**src/design/lic_pkg.sv**
```systemverilog
// Shared constants, carriers and state types for the legacy interrupt and NMI logic
package lic_pkg;
   localparam logic [15:0] LIC_PRI_CMD_PORT = 16'h0020;
   localparam logic [15:0] LIC_PRI_MASK_PORT = 16'h0021;
   localparam logic [15:0] LIC_SYS_CTRL_PORT = 16'h0061;
   localparam logic [15:0] LIC_NMI_MASK_PORT = 16'h0070;
   localparam logic [15:0] LIC_SEC_CMD_PORT = 16'h00A0;
   localparam logic [15:0] LIC_SEC_MASK_PORT = 16'h00A1;
   // Status/control port bit positions
   localparam int LIC_STAT_PAR_BIT = 7;
   localparam int LIC_STAT_CHK_BIT = 6;
   localparam int LIC_STAT_SPK_BIT = 5;
   localparam int LIC_STAT_REF_BIT = 4;
   localparam int LIC_CTRL_CHK_DIS_BIT = 3;
   localparam int LIC_CTRL_PAR_DIS_BIT = 2;
   localparam int LIC_CTRL_SPK_DATA_BIT = 1;
   localparam int LIC_CTRL_SPK_GATE_BIT = 0;
   localparam logic [3:0] LIC_CTRL_RESET = 4'h0;
   localparam int LIC_NMI_MASK_BIT = 7;
   localparam logic LIC_NMI_MASK_RESET = 1'b1;
   // Steering bytes: bit 7 set turns the route off, low nibble picks the line
   localparam int LIC_ROUTE_OFF_BIT = 7;
   localparam logic [7:0] LIC_ROUTE_RESET = 8'h80;
   localparam int LIC_CASCADE_LINE = 2;
   // Controller command decode
   localparam int LIC_ICW1_BIT = 4;
   localparam int LIC_OCW3_BIT = 3;
   localparam logic [2:0] LIC_EOI_NONSPEC = 3'h1;
   localparam logic [2:0] LIC_EOI_SPEC = 3'h3;
   localparam logic [7:0] LIC_VEC_RESET = 8'h00;
   // Timing
   localparam int LIC_CLK_NS = 40;
   localparam int LIC_SMI_HOLD_NS = 400;
   localparam int LIC_SMI_HOLD_CYC = (LIC_SMI_HOLD_NS + LIC_CLK_NS - 1) / LIC_CLK_NS;
   localparam int LIC_IDLE_TIMEOUT_CYC = 25_000_000;
   localparam int LIC_SIRQ_SLOT_CYC = 3;
   localparam int LIC_SIRQ_SLOTS = 16;

   typedef struct packed {
      logic wr;
      logic rd;
      logic [15:0] addr;
      logic [7:0] wdata;
   } lic_io_req_type;

   typedef struct packed {
      logic wr;
      logic a0;
      logic [7:0] wdata;
   } lic_pic_bus_type;

   typedef enum {LIC_SIRQ_IDLE, LIC_SIRQ_START, LIC_SIRQ_SLOT} lic_sirq_state_type;
   typedef enum {LIC_INIT_DONE, LIC_INIT_ICW2, LIC_INIT_ICW3, LIC_INIT_ICW4} lic_init_state_type;
endpackage : lic_pkg

```
**src/design/lic_top.sv**
```systemverilog
// Legacy interrupt collection, NMI gating and inactivity SMI
module lic_top import lic_pkg::*; #(
   parameter int IDLE_TIMEOUT_CYC = LIC_IDLE_TIMEOUT_CYC
) (
   input wire logic clock,
   input wire logic rst_n,
   input wire lic_io_req_type io,
   output logic [7:0] io_rdata,
   input wire logic cfg_wr,
   input wire logic [1:0] cfg_index,
   input wire logic [7:0] cfg_wdata,
   output logic [7:0] cfg_rdata,
   input wire logic serial_irq_stream,
   input wire logic [1:0] hdd_irq,
   input wire logic [3:0] pci_interrupt_lines_n,
   input wire logic legacy_channel_check_n,
   input wire logic pci_system_error_n,
   input wire logic pci_parity_error_n,
   input wire logic cpu_internal_error_a,
   input wire logic cpu_internal_error_b,
   input wire logic refresh_request,
   input wire logic speaker_tone_out,
   input wire logic int_ack,
   input wire logic pm_enable,
   input wire logic pm_activity,
   output logic cpu_int_request_n,
   output logic nmi_n,
   output logic system_mgmt_int_n,
   output logic [7:0] int_vector,
   output logic int_vector_valid,
   output logic speaker_data,
   output logic speaker_gate
);
   function automatic logic port_hit(input logic [15:0] addr, input logic [15:0] port);
      port_hit = (addr == port);
   endfunction : port_hit

   // Pin synchronisers
   logic [7:0] low_s, high_s;
   logic [3:0] pci_act;
   logic chk_act, serr_act, perr_act, sirq_s;
   logic hdd14_s, hdd15_s, ierr_a_s, ierr_b_s, ref_s, spk_s, ack_s, pm_en_s, pm_act_s;

   lic_sync #(.WIDTH(8), .INIT(8'hFF)) u_sync_low (
      .clock(clock),
      .rst_n(rst_n),
      .async_in({pci_interrupt_lines_n, legacy_channel_check_n, pci_system_error_n,
                 pci_parity_error_n, serial_irq_stream}),
      .sync_out(low_s)
   );

   lic_sync #(.WIDTH(8), .INIT(8'h00)) u_sync_high (
      .clock(clock),
      .rst_n(rst_n),
      .async_in({hdd_irq, cpu_internal_error_a, cpu_internal_error_b, refresh_request,
                 speaker_tone_out, int_ack, pm_activity}),
      .sync_out(high_s)
   );

   logic pm_en_meta_ff, pm_en_ff;

   always_comb begin
      pci_act = ~low_s[7:4];
      chk_act = !low_s[3];
      serr_act = !low_s[2];
      perr_act = !low_s[1];
      sirq_s = low_s[0];
      {hdd15_s, hdd14_s} = high_s[7:6];
      ierr_a_s = high_s[5];
      ierr_b_s = high_s[4];
      ref_s = high_s[3];
      spk_s = high_s[2];
      ack_s = high_s[1];
      pm_act_s = high_s[0];
      pm_en_s = pm_en_ff;
   end

   // Serial request stream: start frame low, then one sampled slot per line
   lic_sirq_state_type sirq_st_ff, nxt_sirq_st;
   logic [3:0] slot_ff, nxt_slot;
   logic [1:0] phase_ff, nxt_phase;
   logic [15:0] sirq_lvl_ff, nxt_sirq_lvl;

   always_comb begin
      nxt_sirq_st = sirq_st_ff;
      nxt_slot = slot_ff;
      nxt_phase = phase_ff;
      nxt_sirq_lvl = sirq_lvl_ff;
      case (sirq_st_ff)
         LIC_SIRQ_IDLE: begin
            if (!sirq_s) nxt_sirq_st = LIC_SIRQ_START;
         end
         LIC_SIRQ_START: begin
            if (sirq_s) begin
               nxt_sirq_st = LIC_SIRQ_SLOT;
               nxt_slot = 4'h0;
               nxt_phase = 2'h0;
            end
         end
         LIC_SIRQ_SLOT: begin
            if (phase_ff == 2'h0) nxt_sirq_lvl[slot_ff] = !sirq_s;
            if (phase_ff == 2'(LIC_SIRQ_SLOT_CYC - 1)) begin
               nxt_phase = 2'h0;
               nxt_slot = slot_ff + 4'h1;
               if (slot_ff == 4'(LIC_SIRQ_SLOTS - 1)) nxt_sirq_st = LIC_SIRQ_IDLE;
            end else begin
               nxt_phase = phase_ff + 2'h1;
            end
         end
         default: nxt_sirq_st = LIC_SIRQ_IDLE;
      endcase
   end

   always_ff @(posedge clock) begin
      if (!rst_n) begin
         sirq_st_ff <= LIC_SIRQ_IDLE;
         slot_ff <= 4'h0;
         phase_ff <= 2'h0;
         sirq_lvl_ff <= 16'h0000;
      end else begin
         sirq_st_ff <= nxt_sirq_st;
         slot_ff <= nxt_slot;
         phase_ff <= nxt_phase;
         sirq_lvl_ff <= nxt_sirq_lvl;
      end
   end

   // PCI steering bytes
   logic [7:0] route_ff [4];
   logic [7:0] nxt_route [4];

   always_comb begin
      for (int r = 0; r < 4; r++) begin
         nxt_route[r] = route_ff[r];
      end
      if (cfg_wr) nxt_route[cfg_index] = cfg_wdata;
      cfg_rdata = route_ff[cfg_index];
   end

   always_ff @(posedge clock) begin
      for (int r = 0; r < 4; r++) begin
         if (!rst_n) route_ff[r] <= LIC_ROUTE_RESET;
         else route_ff[r] <= nxt_route[r];
      end
   end

   // Request merge into the cascaded pair
   logic [15:0] irq_lines;
   logic [7:0] pri_req, sec_req;
   logic pri_int, sec_int;
   logic [2:0] pri_win, sec_win;
   logic [7:0] pri_vec, sec_vec, pri_rdata, sec_rdata;
   lic_pic_bus_type pri_bus, sec_bus;
   logic ack_d_ff, ack_pulse, pri_ack, sec_ack;

   always_comb begin
      irq_lines = sirq_lvl_ff;
      irq_lines[14] = irq_lines[14] | hdd14_s;
      irq_lines[15] = irq_lines[15] | hdd15_s;
      for (int r = 0; r < 4; r++) begin
         if (!route_ff[r][LIC_ROUTE_OFF_BIT] && pci_act[r]) irq_lines[route_ff[r][3:0]] = 1'b1;
      end
      sec_req = irq_lines[15:8];
      pri_req = irq_lines[7:0];
      // Lower index wins inside each controller, so 8..15 rank between 1 and 3
      pri_req[LIC_CASCADE_LINE] = sec_int;
      pri_bus.wr = io.wr && (port_hit(io.addr, LIC_PRI_CMD_PORT) || port_hit(io.addr, LIC_PRI_MASK_PORT));
      pri_bus.a0 = io.addr[0];
      pri_bus.wdata = io.wdata;
      sec_bus.wr = io.wr && (port_hit(io.addr, LIC_SEC_CMD_PORT) || port_hit(io.addr, LIC_SEC_MASK_PORT));
      sec_bus.a0 = io.addr[0];
      sec_bus.wdata = io.wdata;
      ack_pulse = ack_s && !ack_d_ff;
      pri_ack = ack_pulse;
      sec_ack = ack_pulse && pri_int && (pri_win == 3'(LIC_CASCADE_LINE));
   end

   lic_pic u_pic_pri (
      .clock(clock),
      .rst_n(rst_n),
      .bus(pri_bus),
      .req(pri_req),
      .ack(pri_ack),
      .int_out(pri_int),
      .win_id(pri_win),
      .vector(pri_vec),
      .rdata(pri_rdata)
   );

   lic_pic u_pic_sec (
      .clock(clock),
      .rst_n(rst_n),
      .bus(sec_bus),
      .req(sec_req),
      .ack(sec_ack),
      .int_out(sec_int),
      .win_id(sec_win),
      .vector(sec_vec),
      .rdata(sec_rdata)
   );

   // Status/control, NMI and SMI state
   logic [3:0] ctrl_ff, nxt_ctrl;
   logic par_ff, chk_ff, ref_tgl_ff, ref_d_ff, mask_ff;
   logic nxt_par, nxt_chk, nxt_ref_tgl, nxt_mask;
   logic nmi_req, nmi_n_ff, cpu_int_request_n_n_ff, smi_n_ff;
   logic [31:0] idle_ff, nxt_idle;
   logic [7:0] hold_ff, nxt_hold;
   logic [7:0] vec_ff, nxt_vec, rdata_ff, nxt_rdata;
   logic vec_vld_ff;

   always_comb begin
      nxt_ctrl = ctrl_ff;
      nxt_mask = mask_ff;
      if (io.wr && port_hit(io.addr, LIC_SYS_CTRL_PORT)) nxt_ctrl = io.wdata[3:0];
      if (io.wr && port_hit(io.addr, LIC_NMI_MASK_PORT)) nxt_mask = io.wdata[LIC_NMI_MASK_BIT];
      // Disable bit holds status clear for as long as it stays set
      nxt_par = (par_ff || serr_act || perr_act || ierr_a_s || ierr_b_s) && !ctrl_ff[LIC_CTRL_PAR_DIS_BIT];
      nxt_chk = (chk_ff || chk_act) && !ctrl_ff[LIC_CTRL_CHK_DIS_BIT];
      nxt_ref_tgl = ref_tgl_ff ^ (ref_s && !ref_d_ff);
      nmi_req = !mask_ff && (par_ff || chk_ff);
      // Inactivity watch; the hold counter stretches SMI to a visible width
      nxt_hold = (hold_ff != 8'h00) ? hold_ff - 8'h01 : 8'h00;
      if (!pm_en_s || pm_act_s) begin
         nxt_idle = 32'h0000_0000;
      end else if (idle_ff == 32'(IDLE_TIMEOUT_CYC - 1)) begin
         nxt_idle = 32'h0000_0000;
         nxt_hold = 8'(LIC_SMI_HOLD_CYC);
      end else begin
         nxt_idle = idle_ff + 32'h0000_0001;
      end
      nxt_vec = sec_ack ? sec_vec : pri_vec;
      case (1'b1)
         port_hit(io.addr, LIC_PRI_CMD_PORT), port_hit(io.addr, LIC_PRI_MASK_PORT): nxt_rdata = pri_rdata;
         port_hit(io.addr, LIC_SEC_CMD_PORT), port_hit(io.addr, LIC_SEC_MASK_PORT): nxt_rdata = sec_rdata;
         port_hit(io.addr, LIC_SYS_CTRL_PORT): nxt_rdata = {par_ff, chk_ff, spk_s, ref_tgl_ff, ctrl_ff};
         default: nxt_rdata = 8'h00;
      endcase
   end

   always_ff @(posedge clock) begin
      if (!rst_n) begin
         pm_en_meta_ff <= 1'b0;
         pm_en_ff <= 1'b0;
         ctrl_ff <= LIC_CTRL_RESET;
         mask_ff <= LIC_NMI_MASK_RESET;
         par_ff <= 1'b0;
         chk_ff <= 1'b0;
         ref_tgl_ff <= 1'b0;
         ref_d_ff <= 1'b0;
         ack_d_ff <= 1'b0;
         idle_ff <= 32'h0000_0000;
         hold_ff <= 8'h00;
         nmi_n_ff <= 1'b1;
         cpu_int_request_n_n_ff <= 1'b1;
         smi_n_ff <= 1'b1;
         vec_ff <= LIC_VEC_RESET;
         vec_vld_ff <= 1'b0;
         rdata_ff <= 8'h00;
      end else begin
         pm_en_meta_ff <= pm_enable;
         pm_en_ff <= pm_en_meta_ff;
         ctrl_ff <= nxt_ctrl;
         mask_ff <= nxt_mask;
         par_ff <= nxt_par;
         chk_ff <= nxt_chk;
         ref_tgl_ff <= nxt_ref_tgl;
         ref_d_ff <= ref_s;
         ack_d_ff <= ack_s;
         idle_ff <= nxt_idle;
         hold_ff <= nxt_hold;
         // Lower-ranked requests are held off while a higher class is asserted
         smi_n_ff <= (nxt_hold == 8'h00);
         nmi_n_ff <= !(nmi_req && nxt_hold == 8'h00);
         cpu_int_request_n_n_ff <= !(pri_int && !nmi_req && nxt_hold == 8'h00);
         if (pri_ack && pri_int) vec_ff <= nxt_vec;
         vec_vld_ff <= pri_ack && pri_int;
         if (io.rd) rdata_ff <= nxt_rdata;
      end
   end

   assign io_rdata = rdata_ff;
   assign cpu_int_request_n = cpu_int_request_n_n_ff;
   assign nmi_n = nmi_n_ff;
   assign system_mgmt_int_n = smi_n_ff;
   assign int_vector = vec_ff;
   assign int_vector_valid = vec_vld_ff;
   assign speaker_data = ctrl_ff[LIC_CTRL_SPK_DATA_BIT];
   assign speaker_gate = ctrl_ff[LIC_CTRL_SPK_GATE_BIT];

   property p_route_reset;
      @(posedge clock) disable iff (!rst_n)
      !$past(rst_n) |-> route_ff[0][7] && route_ff[1][7] && route_ff[2][7] && route_ff[3][7];
   endproperty
   a_route_reset: assert property (p_route_reset) else $error("steering route enabled after reset");

   property p_nmi_out;
      @(posedge clock) disable iff (!rst_n)
      (!mask_ff && par_ff && nxt_hold == 8'h00) |=> !nmi_n;
   endproperty
   a_nmi_out: assert property (p_nmi_out) else $error("parity status did not drive NMI low");

   property p_par_clear;
      @(posedge clock) disable iff (!rst_n)
      ctrl_ff[LIC_CTRL_PAR_DIS_BIT] |=> !par_ff;
   endproperty
   a_par_clear: assert property (p_par_clear) else $error("parity status survived its disable bit");

   property p_chk_clear;
      @(posedge clock) disable iff (!rst_n)
      ctrl_ff[LIC_CTRL_CHK_DIS_BIT] |=> !chk_ff;
   endproperty
   a_chk_clear: assert property (p_chk_clear) else $error("channel-check status survived its disable bit");

   property p_nmi_mask;
      @(posedge clock) disable iff (!rst_n)
      (io.wr && io.addr == LIC_NMI_MASK_PORT && io.wdata == 8'h80) |=> ##1 nmi_n;
   endproperty
   a_nmi_mask: assert property (p_nmi_mask) else $error("NMI still low after mask write");

   property p_refresh;
      @(posedge clock) disable iff (!rst_n)
      (ref_s && !ref_d_ff) |=> (ref_tgl_ff != $past(ref_tgl_ff));
   endproperty
   a_refresh: assert property (p_refresh) else $error("refresh bit did not toggle");

   property p_smi;
      @(posedge clock) disable iff (!rst_n)
      (pm_en_s && !pm_act_s && idle_ff == 32'(IDLE_TIMEOUT_CYC - 1)) |=> !system_mgmt_int_n [*2];
   endproperty
   a_smi: assert property (p_smi) else $error("SMI not asserted on timeout");

   property p_cpu_int_request_n;
      @(posedge clock) disable iff (!rst_n)
      (pri_int && !nmi_req && nxt_hold == 8'h00) |=> !cpu_int_request_n;
   endproperty
   a_cpu_int_request_n: assert property (p_cpu_int_request_n) else $error("pending request did not reach the CPU");
endmodule : lic_top

```
**src/design/lic_sync.sv**
```systemverilog
// Two-flop synchroniser for pin inputs
module lic_sync #(
   parameter int WIDTH = 1,
   parameter logic [WIDTH-1:0] INIT = '0
) (
   input wire logic clock,
   input wire logic rst_n,
   input wire logic [WIDTH-1:0] async_in,
   output logic [WIDTH-1:0] sync_out
);
   logic [WIDTH-1:0] meta_ff;
   logic [WIDTH-1:0] sync_ff;

   always_ff @(posedge clock) begin
      if (!rst_n) begin
         meta_ff <= INIT;
         sync_ff <= INIT;
      end else begin
         meta_ff <= async_in;
         sync_ff <= meta_ff;
      end
   end

   assign sync_out = sync_ff;
endmodule : lic_sync

```
**src/design/lic_pic.sv**
```systemverilog
// One eight-input edge-triggered interrupt controller with fully nested priority
module lic_pic import lic_pkg::*; (
   input wire logic clock,
   input wire logic rst_n,
   input wire lic_pic_bus_type bus,
   input wire logic [7:0] req,
   input wire logic ack,
   output logic int_out,
   output logic [2:0] win_id,
   output logic [7:0] vector,
   output logic [7:0] rdata
);
   // Returns {none, index} of the lowest set bit; lowest index is highest priority
   function automatic logic [3:0] first_set(input logic [7:0] v);
      first_set = 4'h8;
      for (int i = 7; i >= 0; i--) begin
         if (v[i]) first_set = {1'b0, 3'(i)};
      end
   endfunction : first_set

   logic [7:0] irr_ff, imr_ff, isr_ff, req_d_ff, base_ff;
   logic [7:0] nxt_irr, nxt_imr, nxt_isr, nxt_base;
   logic single_ff, need4_ff, rd_isr_ff, nxt_single, nxt_need4, nxt_rd_isr;
   lic_init_state_type init_ff, nxt_init;
   logic [3:0] pend, serv;

   always_comb begin
      pend = first_set(irr_ff & ~imr_ff);
      serv = first_set(isr_ff);
      win_id = pend[2:0];
      int_out = !pend[3] && (serv[3] || (pend[2:0] < serv[2:0]));
      vector = {base_ff[7:3], pend[2:0]};
      rdata = bus.a0 ? imr_ff : (rd_isr_ff ? isr_ff : irr_ff);
      nxt_irr = irr_ff;
      nxt_imr = imr_ff;
      nxt_isr = isr_ff;
      nxt_base = base_ff;
      nxt_single = single_ff;
      nxt_need4 = need4_ff;
      nxt_rd_isr = rd_isr_ff;
      nxt_init = init_ff;
      if (ack && int_out) begin
         nxt_isr[pend[2:0]] = 1'b1;
         nxt_irr[pend[2:0]] = 1'b0;
      end
      if (bus.wr && !bus.a0) begin
         if (bus.wdata[LIC_ICW1_BIT]) begin
            nxt_imr = 8'h00;
            nxt_isr = 8'h00;
            nxt_single = bus.wdata[1];
            nxt_need4 = bus.wdata[0];
            nxt_rd_isr = 1'b0;
            nxt_init = LIC_INIT_ICW2;
         end else if (bus.wdata[LIC_OCW3_BIT]) begin
            if (bus.wdata[1]) nxt_rd_isr = bus.wdata[0];
         end else if (bus.wdata[7:5] == LIC_EOI_NONSPEC) begin
            if (!serv[3]) nxt_isr[serv[2:0]] = 1'b0;
         end else if (bus.wdata[7:5] == LIC_EOI_SPEC) begin
            nxt_isr[bus.wdata[2:0]] = 1'b0;
         end
      end else if (bus.wr) begin
         case (init_ff)
            LIC_INIT_ICW2: begin
               nxt_base = bus.wdata;
               nxt_init = !single_ff ? LIC_INIT_ICW3 : (need4_ff ? LIC_INIT_ICW4 : LIC_INIT_DONE);
            end
            LIC_INIT_ICW3: nxt_init = need4_ff ? LIC_INIT_ICW4 : LIC_INIT_DONE;
            LIC_INIT_ICW4: nxt_init = LIC_INIT_DONE;
            default: nxt_imr = bus.wdata;
         endcase
      end
      // A new edge wins over an acknowledge of the same line
      nxt_irr = nxt_irr | (req & ~req_d_ff);
   end

   always_ff @(posedge clock) begin
      if (!rst_n) begin
         irr_ff <= 8'h00;
         imr_ff <= 8'h00;
         isr_ff <= 8'h00;
         req_d_ff <= 8'h00;
         base_ff <= LIC_VEC_RESET;
         single_ff <= 1'b0;
         need4_ff <= 1'b0;
         rd_isr_ff <= 1'b0;
         init_ff <= LIC_INIT_DONE;
      end else begin
         irr_ff <= nxt_irr;
         imr_ff <= nxt_imr;
         isr_ff <= nxt_isr;
         req_d_ff <= req;
         base_ff <= nxt_base;
         single_ff <= nxt_single;
         need4_ff <= nxt_need4;
         rd_isr_ff <= nxt_rd_isr;
         init_ff <= nxt_init;
      end
   end

   property p_int_cause;
      @(posedge clock) disable iff (!rst_n)
      int_out |-> ((irr_ff & ~imr_ff) != 8'h00) && !imr_ff[win_id];
   endproperty
   a_int_cause: assert property (p_int_cause) else $error("request raised without unmasked pending line");

   property p_ack_service;
      @(posedge clock) disable iff (!rst_n)
      (ack && int_out && !bus.wr) |=> isr_ff[$past(win_id)];
   endproperty
   a_ack_service: assert property (p_ack_service) else $error("acknowledged line not put in service");
endmodule : lic_pic

```
**config.mk**
```make
export PLATFORM = sky130hd
export DESIGN_NAME = lic_top
export DESIGN_NICKNAME = d
export VERILOG_FILES = /design/src/design/lic_pkg.sv /design/src/design/lic_top.sv /design/src/design/lic_sync.sv /design/src/design/lic_pic.sv
export SDC_FILE = /design/constraint.sdc
export NUM_CORES = 1
export LEC_CHECK = 0
export ABC_AREA = 1
export BUFFER_PORTS_ARGS = -buffer_cell sky130_fd_sc_hd__buf_2
export CORE_MARGIN = 1.5
export CORE_UTILIZATION = 45
export DETAILED_ROUTE_END_ITERATION = 12
export GPL_ROUTABILITY_DRIVEN = 0
export PLACE_DENSITY = 0.69
export SLEW_MARGIN = 10
export SYNTH_ARGS = -nofsm -noshare
export SYNTH_HDL_FRONTEND = slang
export SYNTH_SLANG_ARGS = --single-unit
```
**constraint.sdc**
```tcl
create_clock -name clock -period 5.55 [get_ports clock]
set_input_delay 0.2775 -clock clock [delete_from_list [all_inputs] [get_ports clock]]
set_output_delay 0.2775 -clock clock [all_outputs]
set_load 0.05 [all_outputs]
```
Word-level counts from Yosys, hierarchy flattened
Memory sizes are Yosys's and may differ from the RTL's.
Cells that the tools add are included.
- output and inout bits: 30
- ROM bits: 0
- input bits: 56
- memory bits (writable): 32
- word-level logic and storage cells: 360
- register bits after elaboration: 308
- latch bits: 0
- memories: 1
- memories (name ; words ; bits a word ; rd ports ; clocked after Yosys merged registers in ; write ports ; RTL line ; RTL):
    route_ff ; 4 ; 8 ; 5 ; 0 ; 4 ; lic_top.sv:129 ; logic [7:0] route_ff [4];
- bitwise operators: 39
- magnitude comparators: 24
- multipliers: 0
- muxes and demuxes: 126
- add/subtract/negate cells: 4
- equality and inequality tests: 28
- reduce and logical (&&, ||, !) cells: 95
- shift-type cells: 0
- divide/modulo/power cells: 0
- operator list (cell ; number):
    $mux 32 ; 12
    $mux 8 ; 39
    $pmux 32 s3 ; 3
    $eq 32x2->1 const B ; 5
    $mux 4 ; 34
    $eq 32x1->1 const B ; 3
    $and 8x8->8 ; 10
    $not 8->8 ; 9
    $mux 16 ; 4
    $or 16x16->16 ; 4
    $logic_and 1x1->1 ; 34
    $add 32x1->32 const B ; 1
    $bwmux 32 ; 1
    $eq 16x6->1 const B ; 2
    $eq 16x7->1 const B ; 2
    $eq 16x8->1 const B ; 2
    $eq 32x25->1 const B ; 1
    $logic_not 32->1 ; 1
    $or 8x8->8 ; 4
    $reduce_and 3->1 ; 9
    $lt 4x5->1 const B ; 5
    $demux 1 s4 ; 5
    $ge 4x1->1 const B ; 5
    $logic_not 1->1 ; 20
    other kinds (36) ; 101

Depth between registers and ports, before layout
- depth in word-level cells: 23
- mapped depth: 18
- depth with buffers taken out: 18

Cells and area by module
A second synthesis with hierarchy kept.
- cell total of the unflattened synthesis: 1828
- area, all modules: 12574.6 um^2
- modules (own cells, without submodules) (module ; area each (um^2) ; seq. area each (um^2) ; cells an instance ; times used):
    lic_top ; 6790.3 ; 2542.4 ; 1001 ; 1
    lic_pic at u_pic_sec ; 2468.6 ; 840.8 ; 364 ; 1
    lic_pic at u_pic_pri ; 2352.3 ; 840.8 ; 363 ; 1
    lic_sync at u_sync_high ; 484.2 ; 320.3 ; 50 ; 1
    lic_sync at u_sync_low ; 479.2 ; 320.3 ; 50 ; 1

Worst setup path after synthesis
OpenSTA, ideal clock, no wires.
- path type: reg-to-reg
- from: register u_pic_pri.imr_ff[0]
- to: register u_pic_sec.irr_ff[1]
- stages on the path, launching flop included: 15
- data arrival time: 1.955 ns
- setup time: 0.112 ns
- period minus slack after synthesis: 2.067 ns
- path buffers: 0
- setup slack: 3.483 ns
- required time: 5.438 ns
- cells stage by stage: dfxtp_1 -> inv_1 -> nand2_2 -> nand2_1 -> nor3_2 -> ha_1 -> o21a_1 -> nand2_1 -> nand2_1 -> nand2_4 -> nand3_4 -> nor2_4 -> nand3_1 -> nand2_1 -> nand2_1
- cells in the longest elaborated chain, start to end: 11
- elaborated cells on any way between the ends: 13
- classes of those cells: 1 x order compare; 1 x eq/ne; 2 x mux; 3 x bitwise; 6 x reduce/logical
- ends and longest elaborated chain (item ; RTL line ; RTL):
    from (decl) ; lic_pic.sv:21 ; logic [7:0] irr_ff, imr_ff, isr_ff, req_d_ff, base_ff;
    from (signal assigned) ; lic_pic.sv:89 ; imr_ff <= nxt_imr;
    $not 8->8 * ; lic_pic.sv:28 ; pend = first_set(irr_ff & ~imr_ff);
    $and 8x8->8 * ; lic_pic.sv:28 ;
    $mux 4 * ; lic_pic.sv:17 ; if (v[i]) first_set = {1'b0, 3'(i)};
    $lt 3x3->1 ; lic_pic.sv:31 ; int_out = !pend[3] && (serv[3] || (pend[2:0] < serv[2:0]));
    $logic_or 1x1->1 ; lic_pic.sv:31 ;
    $logic_and 1x1->1 ; lic_pic.sv:31 ;
    $logic_and 1x1->1 ; lic_top.sv:175 ; sec_ack = ack_pulse && pri_int && (pri_win == 3'(LIC_CASCADE_LINE));
    $logic_and 1x1->1 * ; lic_top.sv:175 ;
    $logic_and 1x1->1 * ; lic_pic.sv:42 ; if (ack && int_out) begin
    $mux 8 * ; lic_pic.sv:42 ;
    $or 8x8->8 * ; lic_pic.sv:73 ; nxt_irr = nxt_irr | (req & ~req_d_ff);
    to (signal assigned) ; lic_pic.sv:88 ; irr_ff <= nxt_irr;
    to (decl) ; lic_pic.sv:21 ;
Mark *: on every way between the ends. The rest lies on a longest branch, timed or not.
A chain may end at the register's enable or synchronous reset.

Worst setup path after layout
- from: register u_pic_pri.imr_ff[0]
- to: register u_pic_pri.irr_ff[6]
- cells in the longest elaborated chain, start to end: 11
- elaborated cells on any way between the ends: 17
- classes of those cells: 3 x order compare; 4 x mux; 5 x bitwise; 5 x reduce/logical
- ends and longest elaborated chain (item ; RTL line ; RTL):
    $not 8->8 * ; lic_pic.sv:28 ;
    $and 8x8->8 * ; lic_pic.sv:28 ;
    $mux 4 * ; lic_pic.sv:17 ;
    $lt 3x4->1 (implied by the code) or $ge 3x1->1 (tied branches) ; lic_pic.sv:44 ; nxt_irr[pend[2:0]] = 1'b0;
    $logic_and 1x1->1 (implied by the code) ; lic_pic.sv:44 ;
    $mux 1 (implied by the code) ; lic_pic.sv:44 ;
    $demux 1 s3 ; -- ;
    $not 8->8 (no source line) ; -- ;
    $and 8x8->8 (no source line) ; -- ;
    $mux 8 * ; lic_pic.sv:42 ;
    $or 8x8->8 * ; lic_pic.sv:73 ;
    to (signal assigned) ; lic_pic.sv:88 ;
    to (decl) ; lic_pic.sv:21 ;
Marks and branches as above.

==> impl_metrics.env <==
export IMPL_wirelength_mm=31.2
export IMPL_regArea_um2=4860
export IMPL_reg_top3="idle_ff: 32 flops, route_ff: 32 flops, sirq_lvl_ff: 15 flops"
export IMPL_die_area_um2=27000
export IMPL_dr_pass1_iters=6
export IMPL_clkSinkCount=243
export IMPL_fin_crit_sh_pct=46.6
export IMPL_grtUsageTotal_pct=23.0
export IMPL_max_freq_mhz=387
export IMPL_areaGrowthSynthToFinish_pct=15.0
export IMPL_syn_area_um2=11700
export IMPL_cpMaxStageDelayCell="nor3_2"
export IMPL_tns_ns=0
export IMPL_num_antenna_cells=0
export IMPL_worstPathMaxFanout=19
export IMPL_ant_nets=0
export IMPL_ys_ff_latch=243
export IMPL_grt_pass1_wl_mm=50.4
export IMPL_port_buffers=85
export IMPL_yosys_area_top_type="dfxtp_1"
export IMPL_synth_most_common_cell="nand2_1"
export IMPL_antenna_found_initial=0
export IMPL_dr_total_vias=11200
export IMPL_setup_ws_ns=2.96
export IMPL_skew_ns=0.0150
export IMPL_drcViolationCount=0
export IMPL_syn_mean_instance_area_um2=6.94
export IMPL_start_kind="flip-flop"
export IMPL_crit_arrival_ns=2.99
export IMPL_status="finished, final reports clean"
export IMPL_cts_max_level=1
export IMPL_synth_top_cells_by_count="nand2_1 (332), dfxtp_1 (243), inv_1 (241)"
export IMPL_worstSetupPathType="flip-flop to flip-flop"
export IMPL_post_cts_resized=0
export IMPL_synthArstFlopShare_pct=0
export IMPL_drive_above_1_share_pct=11.6
export IMPL_die_y_um=164
export IMPL_crit_required_ns=5.96
export IMPL_timing_rr_start="u_pic_pri.imr_ff[0]$_SDFFE_PN0P_"
export IMPL_fill_cells=2519
export IMPL_syn_num_nets=1761
export IMPL_ys_flop_type="dfxtp_1"
export IMPL_path_cells="inv_1 -> nand2_2 -> nand2_1 -> nor3_2 -> ha_1 -> o21a_1 -> nand2_1 -> nand2_1 -> nand2_4 -> nand3_4 -> nor2_1 -> nand2_1 -> nand3_1 -> nand2_1"
export IMPL_slew_viol_final=0
export IMPL_crit_path_max_incr_delay_ns=0.43
export IMPL_initial_core_util_pct=46.1
export IMPL_coreArea_um2=25400
export IMPL_maxCapViolations=0
export IMPL_min_from="cfg_wdata[5]"
export IMPL_cts_root_buf="clkbuf_16"
export IMPL_synth_cell_types=55
export IMPL_hold_viol_final=0
export IMPL_worst_path_most_repeated_cell="nand2_1"
export IMPL_overflow=0
export IMPL_pre_cts_slack_ns=2.99
export IMPL_clkTransAtPathRegs_ns=0.06
export IMPL_clockBufferDepth=3
export IMPL_setup_viol=0
export IMPL_min_path_type="primary input to flip-flop"
export IMPL_grt_pass1_vias=10300
export IMPL_via_per_inst=5.24
export IMPL_relSlewSlack_pct=46.4
export IMPL_period_needed_ns=2.59
export IMPL_multi_input_area_um2=5710
export IMPL_wl_per_cell_um=14.7
export IMPL_io_pins=86
export IMPL_yosysTopAreaCellShare_pct=41.5
export IMPL_drt_first_iter_violations=1035
export IMPL_ys_warn_count=0
export IMPL_worstSetupStartpoint="u_pic_pri.imr_ff[0]$_SDFFE_PN0P_"
export IMPL_synthCells=1687
export IMPL_grt_max_degree=72
export IMPL_cellPowerDensity_nw_per_um2=305
export IMPL_die_x_um=164
export IMPL_end_kind="flip-flop"
export IMPL_dp_hpwl_mm=22.8
export IMPL_yosys_top_cells_area="dfxtp_1 (42%), nand2_1 (11%), inv_1 (7.7%)"
export IMPL_final_net_count=1852
export IMPL_synth_edff_count=0
export IMPL_irDropWorstVdd_mv=0.249
export IMPL_seq_area_frac_synth_pct=41.5
export IMPL_cts_buffers_inserted=26
export IMPL_fp_row_count=58
export IMPL_worstMarginPinSlew_ns=0.784
export IMPL_tritoncts="done"
export IMPL_clkLatencyLatePin_ns=0.53
export IMPL_rsz0062_at_grt="false"
export IMPL_power_leakage_nw=5.71
## path summary, 6_finish.rpt
kind,to,slack [ns],cells past startpoint
worst max register to register,u_pic_pri.irr_ff[6]$_SDFF_PN0_,2.96,14
worst min register to register,u_sync_low.sync_out[5]$_SDFF_PN1_,0.41,1
worst min-delay path,route_ff[1][5]$_SDFFE_PN0P_,0.02,3
worst max-delay path,u_pic_pri.irr_ff[6]$_SDFF_PN0_,2.96,14
## cell families (layout without fill, tap and decap cells)
kind of cell | count (synthesis) | in the layout | share of synthesized area, %
adder cells (fa/ha/maj) | 18 | 18 | 1.92
AO/OA/AOI/OAI | 355 | 355 | 16.9
flip-flops | 243 | 243 | 41.5
XOR/XNOR | 11 | 11 | 0.822
AND/OR/NAND/NOR | 757 | 757 | 29.1
buffers and inverters | 303 | 413 | 9.75
## layout make-up
cell class,count,share of cell area (%)
Tap cell,330,3.06
Clock buffer,37,5.74
Clock inverter,10,0.808
Sequential cell,243,36.1
Timing Repair Buffer,106,4.68
Multi-Input combinational cell,1141,42.4
Inverter,260,7.24
## where the power goes
part,total (mW),internal [mW],switching [mW]
clock,1.77,1.06,0.705
combinational,0.496,0.165,0.332
sequential,1.84,1.80,0.0397
total,4.10,3.03,1.08
## worst max-delay path: cells and delay by family, from the launching register on
| kind | cells | cell delay [ns] |
|---|---|---|
| and+or+nand+nor | 11 | 1.64 |
| AOI/OAI and AO/OA | 1 | 0.11 |
| adders and majority gates | 1 | 0.31 |
| buffers and inverters | 1 | 0.06 |
| DFF | 1 | 0.35 |
## placed cells by master (no fill, tap or decap), types with 27 or more instances in the layout
cell / count
dfxtp_1: 243
a21oi_1: 179
inv_1: 240
nor3_1: 47
o21ai_0: 96
buf_2: 84
nor2_1: 200
nand3_1: 81
clkbuf_16: 27
nand2_1: 332
## what timing repair did
item | CTS | global route
endpoints found under the hold margin | 19 | 0
buffers inserted | 0 | 0
hold buffers | 18 | 0
endpoints found under the setup margin | 0 | 0
## metal layers
layer / routed length (µm) / vias to the layer above / GRT usage (%)
met5: 0 / - / 0
met3: 1940 / 55 / 3.38
met2: 14000 / 339 / 37.4
met1: 14500 / 5096 / 31.3
li1: - / 5664 / -
met4: 711 / 0 / 7.40
## stage by stage
stage | hold WS (ns) | power (mW) | area, µm² | instances | util, %
after CTS | 0.00866 | 4.13 | 13500 | 2127 | 53.0
after detailed placement | 0.397 | 2.36 | 12400 | 2062 | 48.9
after global placement | 0.395 | 2.35 | 12400 | 2062 | 48.9
final | 0.0229 | 4.10 | 13500 | 2127 | 53.0
after floorplan | 0.375 | 2.24 | 11700 | 1687 | -
after global routing | 0.0175 | 4.28 | 13500 | 2127 | 53.0
Power figures use the tool's default switching activity.
